===== config.mk =====
export PLATFORM = sky130hd
export DESIGN_NAME = asf_ctrl
export DESIGN_NICKNAME = d
export VERILOG_FILES = /design/src/logic/asf_pkg.sv /design/src/logic/asf_ctrl.sv
export SDC_FILE = /design/constraint.sdc
export NUM_CORES = 1
export LEC_CHECK = 0
export BUFFER_PORTS_ARGS = -buffer_cell sky130_fd_sc_hd__buf_2
export CORE_MARGIN = 5
export CORE_UTILIZATION = 30
export CTS_BUF_LIST = sky130_fd_sc_hd__clkbuf_8
export DETAILED_ROUTE_END_ITERATION = 16
export PLACE_DENSITY = 0.5
export SLEW_MARGIN = 40
export SYNTH_ARGS = -nofsm -noshare
export SYNTH_HDL_FRONTEND = slang
export SYNTH_SLANG_ARGS = --single-unit

===== constraint.sdc =====
create_clock -name clk_sys -period 6.8 [get_ports clk_sys]
set_input_delay 0.34 -clock clk_sys [delete_from_list [all_inputs] [get_ports clk_sys]]
set_output_delay 0.34 -clock clk_sys [all_outputs]
set_load 0.005 [all_outputs]

===== src/logic/asf_pkg.sv =====
// ----------------------------------------------------------------------------
// asf_pkg: shared constants for the smoke-alarm front-end control block
// ----------------------------------------------------------------------------
// assumes a 250 MHz system clock and a 32-bit APB register bus
package asf_pkg;
   // clock rate and documented times
   localparam int CLK_FREQ_MHZ = 250;
   localparam int LDO_DEGLITCH_US = 125;
   localparam int LDO_MASK_MS = 10;
   localparam int LDO_DEGLITCH_CYC = LDO_DEGLITCH_US * CLK_FREQ_MHZ;
   localparam int LDO_MASK_CYC = LDO_MASK_MS * 1000 * CLK_FREQ_MHZ;
   localparam int MS_PER_SEC = 1000;
   localparam int LF_TICKS_PER_MS_DEF = 32;
   // register byte offsets
   localparam logic [7:0] ADDR_CTRL = 8'h00;
   localparam logic [7:0] ADDR_PINCFG = 8'h04;
   localparam logic [7:0] ADDR_MASK = 8'h08;
   localparam logic [7:0] ADDR_STATUS = 8'h0c;
   localparam logic [7:0] ADDR_SLPCFG = 8'h10;
   localparam logic [7:0] ADDR_SLPCTL = 8'h14;
   localparam logic [7:0] ADDR_PERLO = 8'h18;
   localparam logic [7:0] ADDR_PERHI = 8'h1c;
   localparam logic [7:0] ADDR_EFFECT = 8'h20;
   // control register fields
   localparam int CT_SND_TYPE = 0;
   localparam int CT_SND_EN = 1;
   localparam int CT_BATT = 2;
   localparam int CT_PAMP = 3;
   localparam int CT_BOOST = 4;
   localparam int CT_AMUX = 5;
   localparam int CT_LEDREG = 8;
   localparam int CT_PGAIN = 9;
   localparam int CT_LEDGATE = 10;
   localparam int CT_OTSMON = 11;
   localparam int CT_LDO = 12;
   localparam int CT_LDOFDIS = 13;
   localparam int CT_LDOV = 15;
   localparam int CTRL_W = 18;
   // pin configuration fields
   localparam int PC_GPIO = 0;
   localparam int PC_ROUTE = 2;
   localparam int PC_ICON = 3;
   localparam int PC_ICDIR = 4;
   localparam logic [1:0] GPIO_FN_BATT = 2'h1;
   localparam logic [1:0] GPIO_FN_IRQ = 2'h2;
   // sleep configuration and status flag positions
   localparam int SC_ANALOG = 0;
   localparam int SC_BOOST = 1;
   localparam int SC_LDO = 2;
   localparam int ST_IC = 0;
   localparam int ST_OTS = 4;
   localparam int ST_LDO = 5;
   localparam int ST_SLPDONE = 7;
   // fault state machine
   typedef enum logic [1:0] {FS_NORMAL, FS_LDO, FS_OTS} asf_fault_e;
endpackage


===== src/logic/asf_ctrl.sv =====
// ----------------------------------------------------------------------------
// asf_ctrl: sounder, bias, interrupt, sleep and fault control of the front end
// ----------------------------------------------------------------------------
// assumes pins and the low-frequency clock arrive asynchronously, APB master
// on clk_sys, and analog comparators that present plain logic levels
//
// Contract
// - one type bit selects three-terminal resonant or two-terminal driven sounder
// - three-terminal oscillation needs both enable bit and enable pin high
// - two-terminal mode copies feedback pin to silver and enable pin to brass
// - battery load on from its bit, or from GPIO setting with GPIO pin
// - bias block on whenever any connected function is active, except battery load switched on from the GPIO pin
// - 8 MHz oscillator runs only with boost or photo amplifier enabled
// - each status flag reaches the interrupt only through its own mask bit
// - interrupt on GPIO when function is 0x2, on alert pin when routed
// - interrupt holds until status read; read clears only vanished conditions
// - interconnect on: direction 0 outputs line, direction 1 alert pin controls driver
// - sleep request starts the timer and disables configured blocks
// - timer expiry clears sleep request and latches the done flag
// - writing zero leaves sleep at once without the done flag
// - analog-off option drops amplifiers and drivers together on sleep entry
// - boost and regulator off during sleep when selected, restored on exit
// - sleep period 1 to 65535 ms in 1 ms steps over two registers
// - sleep suspends only fault state entry; pending faults enter at exit
// - regulator undervoltage deglitched 125 us, active while regulator enabled
// - regulator fault flag after 10 ms mask; fault state unless disabled
// - regulator fault forces boost and temperature monitor on, regulator stays on, amplifiers and drivers off
// - regulator fault left on good power at second check or status read
// - over-temperature in regulator fault also drops regulator, returns afterwards
// - over-temperature fault left when check or read finds die cool
//
// The register offsets and the APB interface to the registers were chosen for this implementation.
`timescale 1ns/1ps
module asf_ctrl #(
   parameter int LF_TICKS_PER_MS = asf_pkg::LF_TICKS_PER_MS_DEF,
   parameter int DEGLITCH_CYC = asf_pkg::LDO_DEGLITCH_CYC,
   parameter int MASK_CYC = asf_pkg::LDO_MASK_CYC
) (
   // clock and reset
   input wire logic clk_sys,
   input wire logic reset,
   // apb slave
   input wire logic psel,
   input wire logic penable,
   input wire logic pwrite,
   input wire logic [7:0] paddr,
   input wire logic [31:0] pwdata,
   output logic [31:0] prdata,
   output logic pready,
   output logic pslverr,
   // asynchronous pins and comparators
   input wire logic sounder_enable_pin,
   input wire logic feedback_input,
   input wire logic led_drive_pin,
   input wire logic interconnectLine,
   input wire logic ldoUvGoodRaw,
   input wire logic dieHot,
   input wire logic dieCool,
   input wire logic lfClk,
   // two-way pins
   input wire logic gpioIn,
   output logic gpioOut,
   output logic gpioOeN,
   input wire logic hostAlertIn,
   output logic hostAlertOut,
   output logic hostAlertOeN,
   // sounder outputs
   output logic silver_output,
   output logic brass_output,
   output logic sounderOscOn,
   // analog enables
   output logic batteryLoadEn,
   output logic biasEn,
   output logic osc8mEn,
   output logic boostEn,
   output logic ldoEn,
   output logic photoAmpEn,
   output logic photoGainEn,
   output logic ledRegEn,
   output logic ledDriveEn,
   output logic amuxEn,
   output logic otsMonEn,
   output logic interconnectDrive
);
   localparam int NPIN = 10;
   localparam int P_SND = 0;
   localparam int P_FB = 1;
   localparam int P_LED = 2;
   localparam int P_GPIO = 3;
   localparam int P_ALERT = 4;
   localparam int P_IC = 5;
   localparam int P_PG = 6;
   localparam int P_HOT = 7;
   localparam int P_COOL = 8;
   localparam int P_LF = 9;

   // ------------------------------------------------------------------------
   // parameter checks
   // ------------------------------------------------------------------------
   if (LF_TICKS_PER_MS < 1 || LF_TICKS_PER_MS > 65535)
   begin : g_bad_lf
      $error("LF_TICKS_PER_MS out of range");
   end
   if (DEGLITCH_CYC < 1 || DEGLITCH_CYC > 65535)
   begin : g_bad_dg
      $error("DEGLITCH_CYC out of range");
   end
   if (MASK_CYC < 1 || MASK_CYC > 16777215)
   begin : g_bad_mask
      $error("MASK_CYC out of range");
   end

   // ------------------------------------------------------------------------
   // state
   // ------------------------------------------------------------------------
   typedef struct packed {
      logic [NPIN-1:0] sync1;
      logic [NPIN-1:0] sync2;
      logic lfPrev;
      logic [asf_pkg::CTRL_W-1:0] ctrl;
      logic [4:0] pinCfg;
      logic [7:0] mask;
      logic [7:0] flags;
      logic [2:0] slpCfg;
      logic sleepReq;
      logic [15:0] period;
      logic [15:0] msLeft;
      logic [15:0] lfCnt;
      logic [9:0] msInSec;
      logic [15:0] dgCnt;
      logic pgFilt;
      logic [23:0] maskCnt;
      asf_pkg::asf_fault_e fault;
      logic otsFromLdo;
      logic [31:0] rdata;
      logic rdy;
      logic err;
      logic [19:0] outs;
   } asf_state_s;

   asf_state_s s_q;
   asf_state_s s_d;
   logic [NPIN-1:0] pinsRaw;
   logic [NPIN-1:0] pin;
   logic lfTick, msTick, secTick, apbDone, apbWr, statusRd, sleepExpire;
   logic inFault, kill, ldoEffC, boostEffC, otsEffC, photoAmpC, ldoCond, otsCond, irq;
   logic [7:0] condLevel;
   logic [19:0] outsC;

   assign pinsRaw = {lfClk, dieCool, dieHot, ldoUvGoodRaw, interconnectLine, hostAlertIn, gpioIn,
                     led_drive_pin, feedback_input, sounder_enable_pin};
   assign pin = s_q.sync2;

   // decode of the register map, shared by read and write paths
   function automatic logic isMapped(input logic [7:0] a);
      isMapped = (a[1:0] == 2'h0) && (a <= asf_pkg::ADDR_EFFECT);
   endfunction

   // read data mux; reserved bits read as zero
   function automatic logic [31:0] readMux(input logic [7:0] a, input asf_state_s s);
      readMux = 32'h0;
      case (a)
         asf_pkg::ADDR_CTRL: readMux[asf_pkg::CTRL_W-1:0] = s.ctrl;
         asf_pkg::ADDR_PINCFG: readMux[4:0] = s.pinCfg;
         asf_pkg::ADDR_MASK: readMux[7:0] = s.mask;
         asf_pkg::ADDR_STATUS: readMux[11:0] = {s.fault, s.pgFilt, s.sleepReq, s.flags};
         asf_pkg::ADDR_SLPCFG: readMux[2:0] = s.slpCfg;
         asf_pkg::ADDR_SLPCTL: readMux[0] = s.sleepReq;
         asf_pkg::ADDR_PERLO: readMux[7:0] = s.period[7:0];
         asf_pkg::ADDR_PERHI: readMux[7:0] = s.period[15:8];
         asf_pkg::ADDR_EFFECT: readMux[19:0] = s.outs;
         default: readMux = 32'h0;
      endcase
   endfunction

   // ------------------------------------------------------------------------
   // next-state logic
   // ------------------------------------------------------------------------
   always_comb
   begin
      s_d = s_q;
      // two-stage synchronisers; only the second stage feeds logic
      s_d.sync1 = pinsRaw;
      s_d.sync2 = s_q.sync1;
      s_d.lfPrev = pin[P_LF];
      lfTick = pin[P_LF] & ~s_q.lfPrev;
      msTick = 1'b0;
      secTick = 1'b0;
      if (lfTick)
      begin
         if (s_q.lfCnt == 16'(LF_TICKS_PER_MS - 1))
         begin
            s_d.lfCnt = 16'h0;
            msTick = 1'b1;
         end
         else
            s_d.lfCnt = s_q.lfCnt + 16'h1;
      end
      if (msTick)
      begin
         if (s_q.msInSec == 10'(asf_pkg::MS_PER_SEC - 1))
         begin
            s_d.msInSec = 10'h0;
            secTick = 1'b1;
         end
         else
            s_d.msInSec = s_q.msInSec + 10'h1;
      end

      // apb: one wait state, data and answer registered
      apbDone = psel & penable & s_q.rdy;
      apbWr = apbDone & pwrite & isMapped(paddr);
      statusRd = apbDone & ~pwrite & (paddr == asf_pkg::ADDR_STATUS);
      s_d.rdy = psel & penable & ~s_q.rdy;
      s_d.err = psel & penable & ~s_q.rdy & ~isMapped(paddr);
      s_d.rdata = (psel & penable & ~s_q.rdy & ~pwrite) ? readMux(paddr, s_q) : 32'h0;
      if (apbWr)
      begin
         case (paddr)
            asf_pkg::ADDR_CTRL: s_d.ctrl = pwdata[asf_pkg::CTRL_W-1:0];
            asf_pkg::ADDR_PINCFG: s_d.pinCfg = pwdata[4:0];
            asf_pkg::ADDR_MASK: s_d.mask = pwdata[7:0];
            asf_pkg::ADDR_SLPCFG: s_d.slpCfg = pwdata[2:0];
            asf_pkg::ADDR_PERLO: s_d.period[7:0] = pwdata[7:0];
            asf_pkg::ADDR_PERHI: s_d.period[15:8] = pwdata[7:0];
            default: s_d.period = s_q.period;
         endcase
      end

      // effective enables from configuration, sleep and fault state
      inFault = (s_q.fault != asf_pkg::FS_NORMAL);
      kill = inFault | (s_q.sleepReq & s_q.slpCfg[asf_pkg::SC_ANALOG]);
      // regulator off in sleep when selected, off in temperature fault
      ldoEffC = s_q.ctrl[asf_pkg::CT_LDO] & (s_q.fault != asf_pkg::FS_OTS)
                & ~(s_q.sleepReq & s_q.slpCfg[asf_pkg::SC_LDO]);
      if (s_q.fault == asf_pkg::FS_LDO)
         boostEffC = 1'b1;
      else if (s_q.fault == asf_pkg::FS_OTS)
         boostEffC = 1'b0;
      else
         boostEffC = s_q.ctrl[asf_pkg::CT_BOOST] & ~(s_q.sleepReq & s_q.slpCfg[asf_pkg::SC_BOOST]);
      // the monitor stays on in both faults, otherwise the cool check could never pass
      otsEffC = s_q.ctrl[asf_pkg::CT_OTSMON] | inFault;
      photoAmpC = s_q.ctrl[asf_pkg::CT_PAMP] & ~kill;

      // deglitch of the regulator good level
      if (!ldoEffC)
      begin
         s_d.pgFilt = 1'b0;
         s_d.dgCnt = 16'h0;
      end
      else if (pin[P_PG] == s_q.pgFilt)
         s_d.dgCnt = 16'h0;
      else if (s_q.dgCnt == 16'(DEGLITCH_CYC - 1))
      begin
         s_d.pgFilt = pin[P_PG];
         s_d.dgCnt = 16'h0;
      end
      else
         s_d.dgCnt = s_q.dgCnt + 16'h1;
      // mask restarts on enable or a voltage change
      if (!ldoEffC || (apbWr && paddr == asf_pkg::ADDR_CTRL
          && pwdata[asf_pkg::CT_LDOV+:3] != s_q.ctrl[asf_pkg::CT_LDOV+:3]))
         s_d.maskCnt = 24'h0;
      else if (s_q.maskCnt != 24'(MASK_CYC))
         s_d.maskCnt = s_q.maskCnt + 24'h1;
      ldoCond = ldoEffC & ~s_q.pgFilt & (s_q.maskCnt == 24'(MASK_CYC));
      otsCond = otsEffC & pin[P_HOT];

      // sleep timer
      sleepExpire = s_q.sleepReq & msTick & (s_q.msLeft <= 16'h1);
      if (sleepExpire)
         s_d.sleepReq = 1'b0;
      else if (s_q.sleepReq & msTick)
         s_d.msLeft = s_q.msLeft - 16'h1;
      if (apbWr && paddr == asf_pkg::ADDR_SLPCTL)
      begin
         if (!pwdata[0])
            s_d.sleepReq = 1'b0;
         else if (!s_q.sleepReq)
         begin
            // timer start; zero period acts as one
            s_d.sleepReq = 1'b1;
            s_d.msLeft = (s_q.period == 16'h0) ? 16'h1 : s_q.period;
         end
      end

      // read clears only flags it returned whose cause is gone; set wins
      condLevel = 8'h0;
      condLevel[asf_pkg::ST_IC] = pin[P_IC];
      condLevel[asf_pkg::ST_OTS] = otsCond | (s_q.fault == asf_pkg::FS_OTS);
      condLevel[asf_pkg::ST_LDO] = ldoCond | (s_q.fault == asf_pkg::FS_LDO);
      if (statusRd)
         s_d.flags = s_q.flags & ~(s_q.rdata[7:0] & ~condLevel);
      s_d.flags = s_d.flags | condLevel;
      if (sleepExpire)
         s_d.flags[asf_pkg::ST_SLPDONE] = 1'b1;

      s_d.otsFromLdo = s_q.otsFromLdo;
      case (s_q.fault)
         asf_pkg::FS_NORMAL:
            if (!s_q.sleepReq && otsCond)
            begin
               s_d.fault = asf_pkg::FS_OTS;
               s_d.otsFromLdo = 1'b0;
            end
            else if (!s_q.sleepReq && ldoCond && !s_q.ctrl[asf_pkg::CT_LDOFDIS])
               s_d.fault = asf_pkg::FS_LDO;
         asf_pkg::FS_LDO:
            if (!s_q.sleepReq && otsCond)
            begin
               s_d.fault = asf_pkg::FS_OTS;
               s_d.otsFromLdo = 1'b1;
            end
            else if ((secTick || statusRd) && s_q.pgFilt)
               s_d.fault = asf_pkg::FS_NORMAL;
         asf_pkg::FS_OTS:
            if ((secTick || statusRd) && pin[P_COOL])
               s_d.fault = s_q.otsFromLdo ? asf_pkg::FS_LDO : asf_pkg::FS_NORMAL;
         default: s_d.fault = asf_pkg::FS_NORMAL;
      endcase

      irq = |(s_q.flags & s_q.mask);
      outsC = 20'h0;
      outsC[2] = ~s_q.ctrl[asf_pkg::CT_SND_TYPE] & s_q.ctrl[asf_pkg::CT_SND_EN] & pin[P_SND] & ~kill;
      outsC[0] = s_q.ctrl[asf_pkg::CT_SND_TYPE] & pin[P_FB] & ~kill;
      outsC[1] = s_q.ctrl[asf_pkg::CT_SND_TYPE] & pin[P_SND] & ~kill;
      outsC[3] = (s_q.ctrl[asf_pkg::CT_BATT]
                 | (s_q.pinCfg[asf_pkg::PC_GPIO+:2] == asf_pkg::GPIO_FN_BATT & pin[P_GPIO])) & ~kill;
      outsC[6] = boostEffC;
      outsC[7] = ldoEffC;
      outsC[8] = photoAmpC;
      outsC[9] = s_q.ctrl[asf_pkg::CT_PGAIN] & ~kill;
      outsC[10] = s_q.ctrl[asf_pkg::CT_LEDREG] & ~kill;
      outsC[11] = pin[P_LED] & s_q.ctrl[asf_pkg::CT_LEDGATE] & ~kill;
      outsC[12] = (s_q.ctrl[asf_pkg::CT_AMUX+:3] != 3'h0) & ~kill;
      outsC[13] = otsEffC;
      outsC[4] = photoAmpC | boostEffC | outsC[12] | (s_q.ctrl[asf_pkg::CT_SND_EN] & ~kill) | outsC[10]
                 | outsC[9] | (s_q.ctrl[asf_pkg::CT_BATT] & ~kill) | outsC[11] | otsEffC;
      // oscillator from boost or photo amplifier
      outsC[5] = boostEffC | photoAmpC;
      outsC[14] = (s_q.pinCfg[asf_pkg::PC_GPIO+:2] == asf_pkg::GPIO_FN_IRQ) & irq;
      outsC[15] = s_q.pinCfg[asf_pkg::PC_GPIO+:2] != asf_pkg::GPIO_FN_IRQ;
      // interconnect use of the alert pin, else routing
      if (s_q.pinCfg[asf_pkg::PC_ICON])
      begin
         outsC[16] = ~s_q.pinCfg[asf_pkg::PC_ICDIR] & pin[P_IC];
         outsC[17] = s_q.pinCfg[asf_pkg::PC_ICDIR];
         outsC[18] = s_q.pinCfg[asf_pkg::PC_ICDIR] & pin[P_ALERT];
      end
      else
      begin
         outsC[16] = s_q.pinCfg[asf_pkg::PC_ROUTE] & irq;
         outsC[17] = ~s_q.pinCfg[asf_pkg::PC_ROUTE];
         outsC[18] = 1'b0;
      end
      s_d.outs = outsC;
   end

   // ------------------------------------------------------------------------
   // state register
   // ------------------------------------------------------------------------
   // oe-low bits reset high so no pin is driven out of reset
   always_ff @(posedge clk_sys)
   begin
      if (reset)
      begin
         s_q <= '0;
         s_q.outs <= 20'h28000;
      end
      else
         s_q <= s_d;
   end

   // outputs straight from the state register
   assign prdata = s_q.rdata;
   assign pready = s_q.rdy;
   assign pslverr = s_q.err;
   assign silver_output = s_q.outs[0];
   assign brass_output = s_q.outs[1];
   assign sounderOscOn = s_q.outs[2];
   assign batteryLoadEn = s_q.outs[3];
   assign biasEn = s_q.outs[4];
   assign osc8mEn = s_q.outs[5];
   assign boostEn = s_q.outs[6];
   assign ldoEn = s_q.outs[7];
   assign photoAmpEn = s_q.outs[8];
   assign photoGainEn = s_q.outs[9];
   assign ledRegEn = s_q.outs[10];
   assign ledDriveEn = s_q.outs[11];
   assign amuxEn = s_q.outs[12];
   assign otsMonEn = s_q.outs[13];
   assign gpioOut = s_q.outs[14];
   assign gpioOeN = s_q.outs[15];
   assign hostAlertOut = s_q.outs[16];
   assign hostAlertOeN = s_q.outs[17];
   assign interconnectDrive = s_q.outs[18];

   // ------------------------------------------------------------------------
   // assertions
   // ------------------------------------------------------------------------
   property p_sound3;
      @(posedge clk_sys) disable iff (reset)
      (!s_q.ctrl[asf_pkg::CT_SND_TYPE] && s_q.ctrl[asf_pkg::CT_SND_EN] && pin[P_SND] && !kill)
      |=> sounderOscOn;
   endproperty
   a_sound3: assert property (p_sound3) else $error("sounder did not start");
   property p_twoTerm;
      @(posedge clk_sys) disable iff (reset)
      (s_q.ctrl[asf_pkg::CT_SND_TYPE] && !kill) |=> (silver_output == $past(pin[P_FB]))
      && (brass_output == $past(pin[P_SND])) && !sounderOscOn;
   endproperty
   a_twoTerm: assert property (p_twoTerm) else $error("two-terminal copy wrong");
   property p_osc;
      @(posedge clk_sys) disable iff (reset)
      ##1 osc8mEn == $past(boostEffC || photoAmpC);
   endproperty
   a_osc: assert property (p_osc) else $error("oscillator enable wrong");
   property p_gpioIrq;
      @(posedge clk_sys) disable iff (reset)
      (s_q.pinCfg[1:0] == asf_pkg::GPIO_FN_IRQ) |=> !gpioOeN && gpioOut == $past(|(s_q.flags & s_q.mask));
   endproperty
   a_gpioIrq: assert property (p_gpioIrq) else $error("gpio interrupt wrong");
   property p_hold;
      @(posedge clk_sys) disable iff (reset)
      (s_q.flags[asf_pkg::ST_SLPDONE] && !statusRd) |=> s_q.flags[asf_pkg::ST_SLPDONE];
   endproperty
   a_hold: assert property (p_hold) else $error("flag lost without read");
   property p_earlyExit;
      @(posedge clk_sys) disable iff (reset)
      (apbWr && paddr == asf_pkg::ADDR_SLPCTL && !pwdata[0] && !sleepExpire && !s_q.flags[7])
      |=> !s_q.sleepReq && !s_q.flags[asf_pkg::ST_SLPDONE];
   endproperty
   a_earlyExit: assert property (p_earlyExit) else $error("early exit set done");
   property p_expire;
      @(posedge clk_sys) disable iff (reset)
      sleepExpire |=> !s_q.sleepReq && s_q.flags[asf_pkg::ST_SLPDONE];
   endproperty
   a_expire: assert property (p_expire) else $error("expiry not handled");
   property p_sleepNoFault;
      @(posedge clk_sys) disable iff (reset)
      (s_q.sleepReq && s_q.fault == asf_pkg::FS_NORMAL) |=> s_q.fault == asf_pkg::FS_NORMAL;
   endproperty
   a_sleepNoFault: assert property (p_sleepNoFault) else $error("fault entered in sleep");
   property p_ldoFault;
      @(posedge clk_sys) disable iff (reset)
      (s_q.fault == asf_pkg::FS_LDO) |=> boostEn && otsMonEn && !photoAmpEn && !sounderOscOn;
   endproperty
   a_ldoFault: assert property (p_ldoFault) else $error("regulator fault gating wrong");
   property p_otsFault;
      @(posedge clk_sys) disable iff (reset)
      (s_q.fault == asf_pkg::FS_OTS) |=> !ldoEn && !boostEn;
   endproperty
   a_otsFault: assert property (p_otsFault) else $error("temperature fault gating wrong");
   c_sleepExpire: cover property (@(posedge clk_sys) disable iff (reset) sleepExpire);
   c_ldoFault: cover property (@(posedge clk_sys) disable iff (reset) s_q.fault == asf_pkg::FS_LDO);
   c_otsFault: cover property (@(posedge clk_sys) disable iff (reset) s_q.fault == asf_pkg::FS_OTS);
   c_statusRd: cover property (@(posedge clk_sys) disable iff (reset) statusRd && irq);
endmodule


==> impl_metrics.json, run 1 <==
{
  "hpwl_um": 17870,
  "avgSynthCellArea_um2": 8.885,
  "powerDensity_nw_per_um2": 238.6,
  "port_buffers": 80,
  "p_leak_nw": 3.813,
  "routed_wl_um": 25650,
  "cts_resized": 0,
  "grt_max_degree": 78,
  "finalSetupViolCount": 0,
  "wl_per_cell_um": 16.85,
  "r2r_slack_ps": 4130,
  "setup_ws_ps": 4126,
  "worst_r2r_endpoint": "s_q[132]",
  "p_total_w": 0.002542,
  "clockBufferDepth": 3,
  "fillerInstances": 3189,
  "path_clk_slew_ps": 60,
  "hold_viol_final": 0,
  "synth_mux_area_frac": 0.04893,
  "gr-usage-all-layers": 0.1469,
  "dpl_worst_slack_ps": 3894,
  "crit_arrival_ps": 3100,
  "synth_top_family_by_area": "simple AND/OR/NAND/NOR gates",
  "fin_util": 0.3502,
  "worst_r2r_path_depth": 6,
  "vias_per_cell": 4.997,
  "endpoint_kind": "register",
  "relSlewSlack": 0.4751,
  "insertion_delay_ps": 520,
  "synth_area_um2": 9205,
  "ys_seq_elements": 206,
  "initial_core_util": 0.3025,
  "die_h_um": 185.2,
  "critPathLaunchType": "register",
  "drcViolationCount": 0,
  "grt_overflow_total": 0,
  "synthArstFlopShare": 0,
  "instances_no_fill": 1522,
  "fin_tns_setup_ps": 0,
  "drtIter0Drc": 462,
  "finalCriticalPeriod_ps": 2674,
  "cts_tree": "done",
  "ys.flop_type": "dfxtp_1",
  "grt_pass1_vias": 7214,
  "num_vias": 7606,
  "antenna_found_initial": 1,
  "die_area_um2": 34290,
  "grt_first_pass_wirelength_um": 40490,
  "fin_crit_sh": 0.3933,
  "area_growth_syn_to_layout_pct": 15.75,
  "ant_nets": 0,
  "path_class": "reg -> reg",
  "rows": 64,
  "final_nets": 1159,
  "startpoint": "s_q[108]",
  "required_ps": 7230,
  "numCtsBuffers": 38,
  "dr.pass1.iters": 5,
  "drive_gt1_frac": 0.1627,
  "rsz0062_at_grt": "false",
  "die_w_um": 185.2,
  "rr_startpoint": "s_q[108]",
  "layout_commonest_cell": "dfxtp_1",
  "cts-htree-levels": 2,
  "report.final.slew_viol_count": 0,
  "ys_seq_area_frac": 0.4480,
  "cts_hold_buf": 0,
  "cts_root_buffer": "clkbuf_8",
  "critPathMaxFanout": 9,
  "place.gp.congestion": 0.8320,
  "coreArea_um2": 30430,
  "synth_cells": 1036,
  "synth_compound_area_frac": 0.1119,
  "synth_fa_ha_area_frac": 0.01087,
  "status": "finished, final reports clean",
  "crit_path_end": "s_q[132]",
  "synth-simple-area-share": 0.2690,
  "fmax_mhz": 373.9,
  "hold_class": "in -> reg",
  "vdd_drop_max_uv": 97.21,
  "yosys_warnings": 0,
  "skew_ps": 13.60,
  "placedCellCount": 1452,
  "worst_pin_slew_ps": 786.3,
  "cap_violations": 0,
  "cts.sinks": 206,
  "ys_types": 64,
  "synth_edf_count": 0,
  "io_pins": 108,
  "layout_common_cells": "dfxtp_1 (206), nor2_1 (149), nand2_1 (93)",
  "post_cts_buffers": 0,
  "yosys.area_share.xor_xnor": 0.05709
}
[worst min path at each step]
stage | start | to | slack, ps | depth (start not counted)
final | dieHot | s_d[207] | 40 | 2
after global routing | ldoUvGoodRaw | s_d[206] | 10 | 2
after CTS | dieHot | s_d[207] | 10 | 2
after detailed placement | s_d[200] | pin[0] | 420 | 1
after global placement | s_d[209] | pin[9] | 420 | 1
after floorplan | s_d[200] | pin[0] | 410 | 1
[state kept, by name (all words and copies together) (netlist names), 10 cells and up]
signal	cells
pin	10
prdata	19
s_d	10
s_q	146
[logic make-up (layout without fill, tap and decap cells)]
kind of cell	after synthesis	after routing
simple gates	478	478
flops	206	206
compound gates	146	146
buf+inv	92	169
xor+xnor	60	60
mux	45	45
fa+ha+maj	8	8
other cells	1	14
[per-layer routing]
metal / vias up / part of all wire / track usage
met5: - / 0.00051 / 0
met4: 2 / 0.016 / 0.04081
met3: 35 / 0.065 / 0.03496
met2: 194 / 0.42 / 0.2148
met1: 3610 / 0.50 / 0.2160
li1: 3765 / - / -
[final cells by class]
type,count,area (um^2),area share
repair buffers,87,459.2,0.04310
flip-flops and latches,206,4124,0.3870
inverters,13,48.80,0.004580
clock buffers,54,743.2,0.06975
diodes,1,2.502,0.0002349
clock inverters,15,91.34,0.008572
multi-input cells,750,4691,0.4402
well taps,396,495.5,0.04650
[where the power goes]
group          internal, W  leakage (nW)  switching [W]
combinational    0.0000217          1.68      0.0000472
sequential         0.00121          1.66     0.00000379
clock             0.000741         0.467       0.000514
[metrics by stage]
step	hold slack [ps]	area, um^2
2_1_floorplan	413.8	9250
3_3_place_gp	422.3	9766
3_5_place_dp	423.1	9818
4_1_cts	13.19	10650
5_1_grt	10.57	10650
6_report	39.01	10660
[cells in the mapped netlist, types with 5 or more instances]
master,instances,area share
and3_1,22,0.015
nand3b_1,6,0.0049
a22oi_1,28,0.023
nand4_1,15,0.010
dfxtp_1,206,0.45
a21oi_1,44,0.024
mux2i_1,45,0.049
nor2b_1,28,0.019
xnor2_1,34,0.032
nand2_1,93,0.038
nand4b_1,5,0.0048
a311oi_2,8,0.013
a31oi_1,9,0.0061
xor2_1,26,0.025
nand3_1,44,0.024
or4_1,10,0.0082
buf_4,33,0.027
inv_1,13,0.0053
o21ai_0,14,0.0076
and4_1,6,0.0057
nor3_1,30,0.016
or3_1,10,0.0068
nand2b_1,7,0.0048
o31ai_1,6,0.0049
buf_2,9,0.0049
ha_1,8,0.011
nor2_1,150,0.061
clkbuf_1,33,0.013
a311oi_1,5,0.0048
nor4_1,21,0.014
[critical path, cell delays in order, from the launching register on]
cell	delay, ps
dfxtp_1	370
ha_1	200
and4b_1	460
nand3_2	240
or3_1	550
or4_1	530
a311oi_2	230
Power figures use the tool's default switching activity.
==> run 2, diff against run 1 <==
clock period = 2.5 ns   (was 6.8 ns; I/O delays follow)
==> run 2 against run 1 <==
Net effect: setup slack got worse by 4000 ps; largest cell class unchanged; sequential share of layout area down 2.1 points; global-route usage rose by 0.67 points; routed wire length grew 3.1%.
==> impl_metrics.json, run 2 (synthesis gave the netlist of run 1 again) <==
{
  "cts-htree-levels": 2,
  "finalCriticalPeriod_ps": 2355,
  "final_area_um2": 11270,
  "antenna_found_initial": 0,
  "coreArea_um2": 30430,
  "regMostFlops": "s_q",
  "crit_path_end": "s_q[132]",
  "fin_crit_sh": 0.9418,
  "initial_core_util": 0.3025,
  "worst_pin_slew_ps": 843.8,
  "area_growth_syn_to_layout_pct": 22.44,
  "seq_area_um2": 4124,
  "drive_gt1_frac": 0.1704,
  "numCtsBuffers": 38,
  "post_cts_buffers": 0,
  "rsz0062_at_grt": "false",
  "die_w_um": 185.2,
  "path_cells": "ha_1 > and4b_1 > nand3_2 > or3_1 > or4_1 > a311oi_2",
  "report.final.slew_viol_count": 0,
  "num_vias": 7977,
  "gr-usage-all-layers": 0.1536,
  "fillerInstances": 3193,
  "cts_tree": "done",
  "fmax_mhz": 424.7,
  "path_clk_slew_ps": 60,
  "port_buffers": 80,
  "startpoint": "s_q[108]",
  "cap_violations": 0,
  "required_ps": 2940,
  "vdd_drop_max_uv": 269.2,
  "drtIter0Drc": 477,
  "hold_viol_final": 0,
  "placedCellCount": 1487,
  "grt_overflow_total": 0,
  "rr_startpoint": "s_q[108]",
  "multi_input_area_um2": 4648,
  "instances_no_fill": 1599,
  "grt_first_pass_wirelength_um": 42260,
  "final_nets": 1238,
  "finalSetupViolCount": 0,
  "hold_class": "in -> reg",
  "path_class": "reg -> reg",
  "insertion_delay_ps": 520,
  "place_area_um2": 10030,
  "drcViolationCount": 0,
  "status": "finished, final reports clean",
  "cts.sinks": 206,
  "p_leak_nw": 4.180,
  "clockBufferDepth": 3,
  "antenna_cells": 0,
  "max_stage_delay_ps": 520,
  "grt_max_degree": 53,
  "relSlewSlack": 0.4375,
  "cts_root_buffer": "clkbuf_8",
  "powerDensity_nw_per_um2": 611.7,
  "critPathMaxFanout": 7,
  "r2r_slack_ps": 150,
  "hold_ws_ps": 110.8,
  "io_pins": 108,
  "routed_wl_um": 26450,
  "worst_r2r_endpoint": "s_q[132]",
  "hpwl_um": 18450,
  "ant_nets": 0,
  "dr.pass1.iters": 5,
  "fin_tns_setup_ps": 0,
  "endpoint_kind": "register",
  "skew_ps": 19.40,
  "wl_per_cell_um": 16.54,
  "layout_commonest_cell": "dfxtp_1",
  "crit_path_top_delay_cell": "or4_1",
  "largest_reg_flops": 146,
  "die_h_um": 185.2,
  "worst_r2r_path_depth": 6,
  "layout_common_cells": "dfxtp_1 (206), nor2_1 (150), nand2_1 (93)",
  "die_area_um2": 34290,
  "fin_util": 0.3704,
  "grt_pass1_vias": 7759,
  "critPathLaunchType": "register",
  "crit_arrival_ps": 2800,
  "vias_per_cell": 4.989,
  "place.gp.congestion": 0.8501,
  "rows": 64
}
[run 2: cell types whose count changed in the layout (fill, tap and decap cells not counted), moves of 2 or more]
cell / delta
clkinv_2: -4
buf_4: +36
inv_1: +7
dlygate4sd3_1: +44
clkbuf_8: -6
nor4_1: +2
[run 2: worst max-delay path, delay by kind of cell (launching register included)]
family / cells / cell delay [ps]
and+or+nand+nor: 4 / 1480
adders and majority gates: 1 / 200
AOI/OAI and AO/OA: 1 / 240
DFF: 1 / 360
[run 2: layout make-up]
cell class | count | share of cell area
timing repair buffer | 166 | 0.1028
tap | 396 | 0.04396
multi-input combinational | 750 | 0.4124
inverter | 13 | 0.004329
clock buffer | 48 | 0.05861
sequential | 206 | 0.3659
clock inverter | 20 | 0.01199
[run 2: power breakdown]
group,switching (W),total (W),internal [W]
clock network,0.00141,0.00334,0.00193
logic,0.000138,0.000238,0.000100
registers,0.0000104,0.00331,0.00330
total,0.00156,0.00689,0.00533
[run 2: worst min-delay path by stage]
stage,from,endpoint,cells past startpoint
finish,paddr[6],prdata[5],5
global route,paddr[6],prdata[5],5
CTS,paddr[6],prdata[5],5
detailed placement,hostAlertIn,s_d[204],2
global placement,gpioIn,s_d[203],2
floorplan,sounder_enable_pin,s_d[200],1
[run 2: repair_timing]
item	CTS	global route
hold buffers	44	0
gates resized for setup	0	2
hold endpoints to repair	48	0
endpoints found under the setup margin	0	3
[run 2: routing by layer]
layer,GRT usage,up-vias,share of wire
met5,0,-,0
met4,0.04727,0,0.021
met3,0.03476,41,0.065
met2,0.2286,234,0.42
met1,0.2216,3790,0.49
li1,-,3912,-
[run 2: per-stage QoR]
| stage | worst slack, ps | total power, W |
|---|---|---|
| 5_1_grt | 7.638 | 0.007176 |
| 2_1_floorplan | 251.7 | 0.003490 |
| 6_report | 145.4 | 0.006894 |
| 3_5_place_dp | 147.8 | 0.003579 |
| 4_1_cts | 135.4 | 0.007001 |
| 3_3_place_gp | 205.2 | 0.003580 |
==> run 3, diff against run 2 <==
BUFFER_PORTS_ARGS = -buffer_cell sky130_fd_sc_hd__buf_4   (was -buffer_cell sky130_fd_sc_hd__buf_2)
==> run 3 against run 2 <==
Net effect: fmax increased by 2.8%; largest cell class unchanged; worst hold slack got worse by 42 ps; largest power group is now sequential cells; cell area increased by 0.71%; utilization increased by 0.26 points; register-to-register slack improved by 70 ps.
==> impl_metrics.json, run 3 (synthesis gave the netlist of run 1 again) <==
{
  "p_leak_nw": 4.146,
  "endpoint_kind": "register",
  "crit_arrival_ps": 2740,
  "report.final.slew_viol_count": 0,
  "skew_ps": 24.00,
  "routed_wl_um": 26140,
  "fin_tns_setup_ps": 0,
  "fin_crit_sh": 0.9157,
  "die_h_um": 185.2,
  "worst_pin_slew_ps": 778.7,
  "p_total_w": 0.006678,
  "hold_ws_ps": 68.80,
  "coreArea_um2": 30430,
  "path_clk_slew_ps": 60,
  "post_cts_buffers": 0,
  "gr-usage-all-layers": 0.1538,
  "relSlewSlack": 0.4809,
  "num_vias": 7814,
  "grt_first_pass_wirelength_um": 42170,
  "wl_per_cell_um": 16.44,
  "initial_core_util": 0.3025,
  "regMostFlops": "s_q",
  "finalSetupViolCount": 0,
  "io_pins": 108,
  "required_ps": 2950,
  "grt_pass1_vias": 7556,
  "dpl_worst_slack_ps": 143.5,
  "powerDensity_nw_per_um2": 588.4,
  "hold_viol_final": 0,
  "layout_common_cells": "dfxtp_1 (206), nor2_1 (150), buf_4 (120)",
  "rows": 64,
  "grt_max_degree": 57,
  "critPathLaunchType": "register",
  "die_w_um": 185.2,
  "drtIter0Drc": 515,
  "max_stage_delay_ps": 490,
  "die_area_um2": 34290,
  "area_growth_syn_to_layout_pct": 23.31,
  "path_class": "reg -> reg",
  "hpwl_um": 18370,
  "cts-htree-levels": 2,
  "place.gp.congestion": 0.8406,
  "rsz0062_at_grt": "false",
  "fmax_mhz": 436.8,
  "hold_class": "in -> reg",
  "dr.pass1.iters": 6,
  "clockBufferDepth": 3,
  "antenna_cells": 0,
  "vias_per_cell": 4.914,
  "fin_util": 0.3730,
  "insertion_delay_ps": 530,
  "final_nets": 1231,
  "grt_overflow_total": 0,
  "vdd_drop_max_uv": 254.7,
  "cts_root_buffer": "clkbuf_8",
  "antenna_found_initial": 1,
  "numCtsBuffers": 38,
  "cts_tree": "done",
  "finalCriticalPeriod_ps": 2289,
  "cts.sinks": 206,
  "setup_ws_ps": 210.6,
  "cap_violations": 0,
  "crit_path_top_delay_cell": "or4_1",
  "port_buffers": 80,
  "drcViolationCount": 0,
  "drive_gt1_frac": 0.1709,
  "largest_reg_flops": 146,
  "status": "finished, final reports clean",
  "layout_commonest_cell": "dfxtp_1",
  "ant_nets": 0,
  "path_cells": "ha_1 > and4b_1 > nand3_2 > or3_4 > or4_1 > a311oi_2",
  "r2r_slack_ps": 210,
  "critPathMaxFanout": 7
}
-- run 3: path summary, 6_finish.rpt --
path	from	to	cells past startpoint
max	s_q[108]	s_q[132]	6
min	paddr[6]	prdata[5]	5
max reg2reg	s_q[108]	s_q[132]	6
min reg2reg	s_d[209]	pin[9]	1
-- run 3: layer usage --
layer  up-vias  share of wire  wire length, um  track usage
met1      3683           0.49            12810       0.2252
met2       199           0.42            11020       0.2259
li1       3891              -                -            -
met3        41          0.072             1881      0.03810
met5         -              0                0            0
met4         0          0.016              430      0.04052
-- run 3: critical path: cells and delay by family (launching register included) --
kind                       cells  cell delay, ps
adders and majority gates      1             200
DFF                            1             360
AOI/OAI and AO/OA              1             230
and+or+nand+nor                4            1410
-- run 3: timing repair --
item                                   CTS  global route
setup endpoints to repair                0             4
endpoints found under the hold margin   70             0
hold buffers                            39             0
resized for setup                        0             3
-- run 3: layout make-up --
cell class                 instances  area (um^2)
multi-input combinational        750         4657
clock inverter                    18        73.82
tap                              396        495.5
fill                            3129        19080
sequential                       206         4124
inverter                          13        48.80
clock buffer                      48        660.6
timing repair buffer             159         1291
-- run 3: metrics by stage --
stage	instances	instance area, um^2
after floorplan	1048	9250
after global placement	1485	10210
after detailed placement	1485	10210
after CTS	1590	11340
after global routing	1590	11350
final	1590	11350
-- run 3: power by group --
group	switching [W]	leakage, nW	total [W]	internal, W
combinational	0.000136	2.05	0.000252	0.000116
sequential	0.0000112	1.66	0.00331	0.00330
clock	0.00140	0.434	0.00311	0.00172
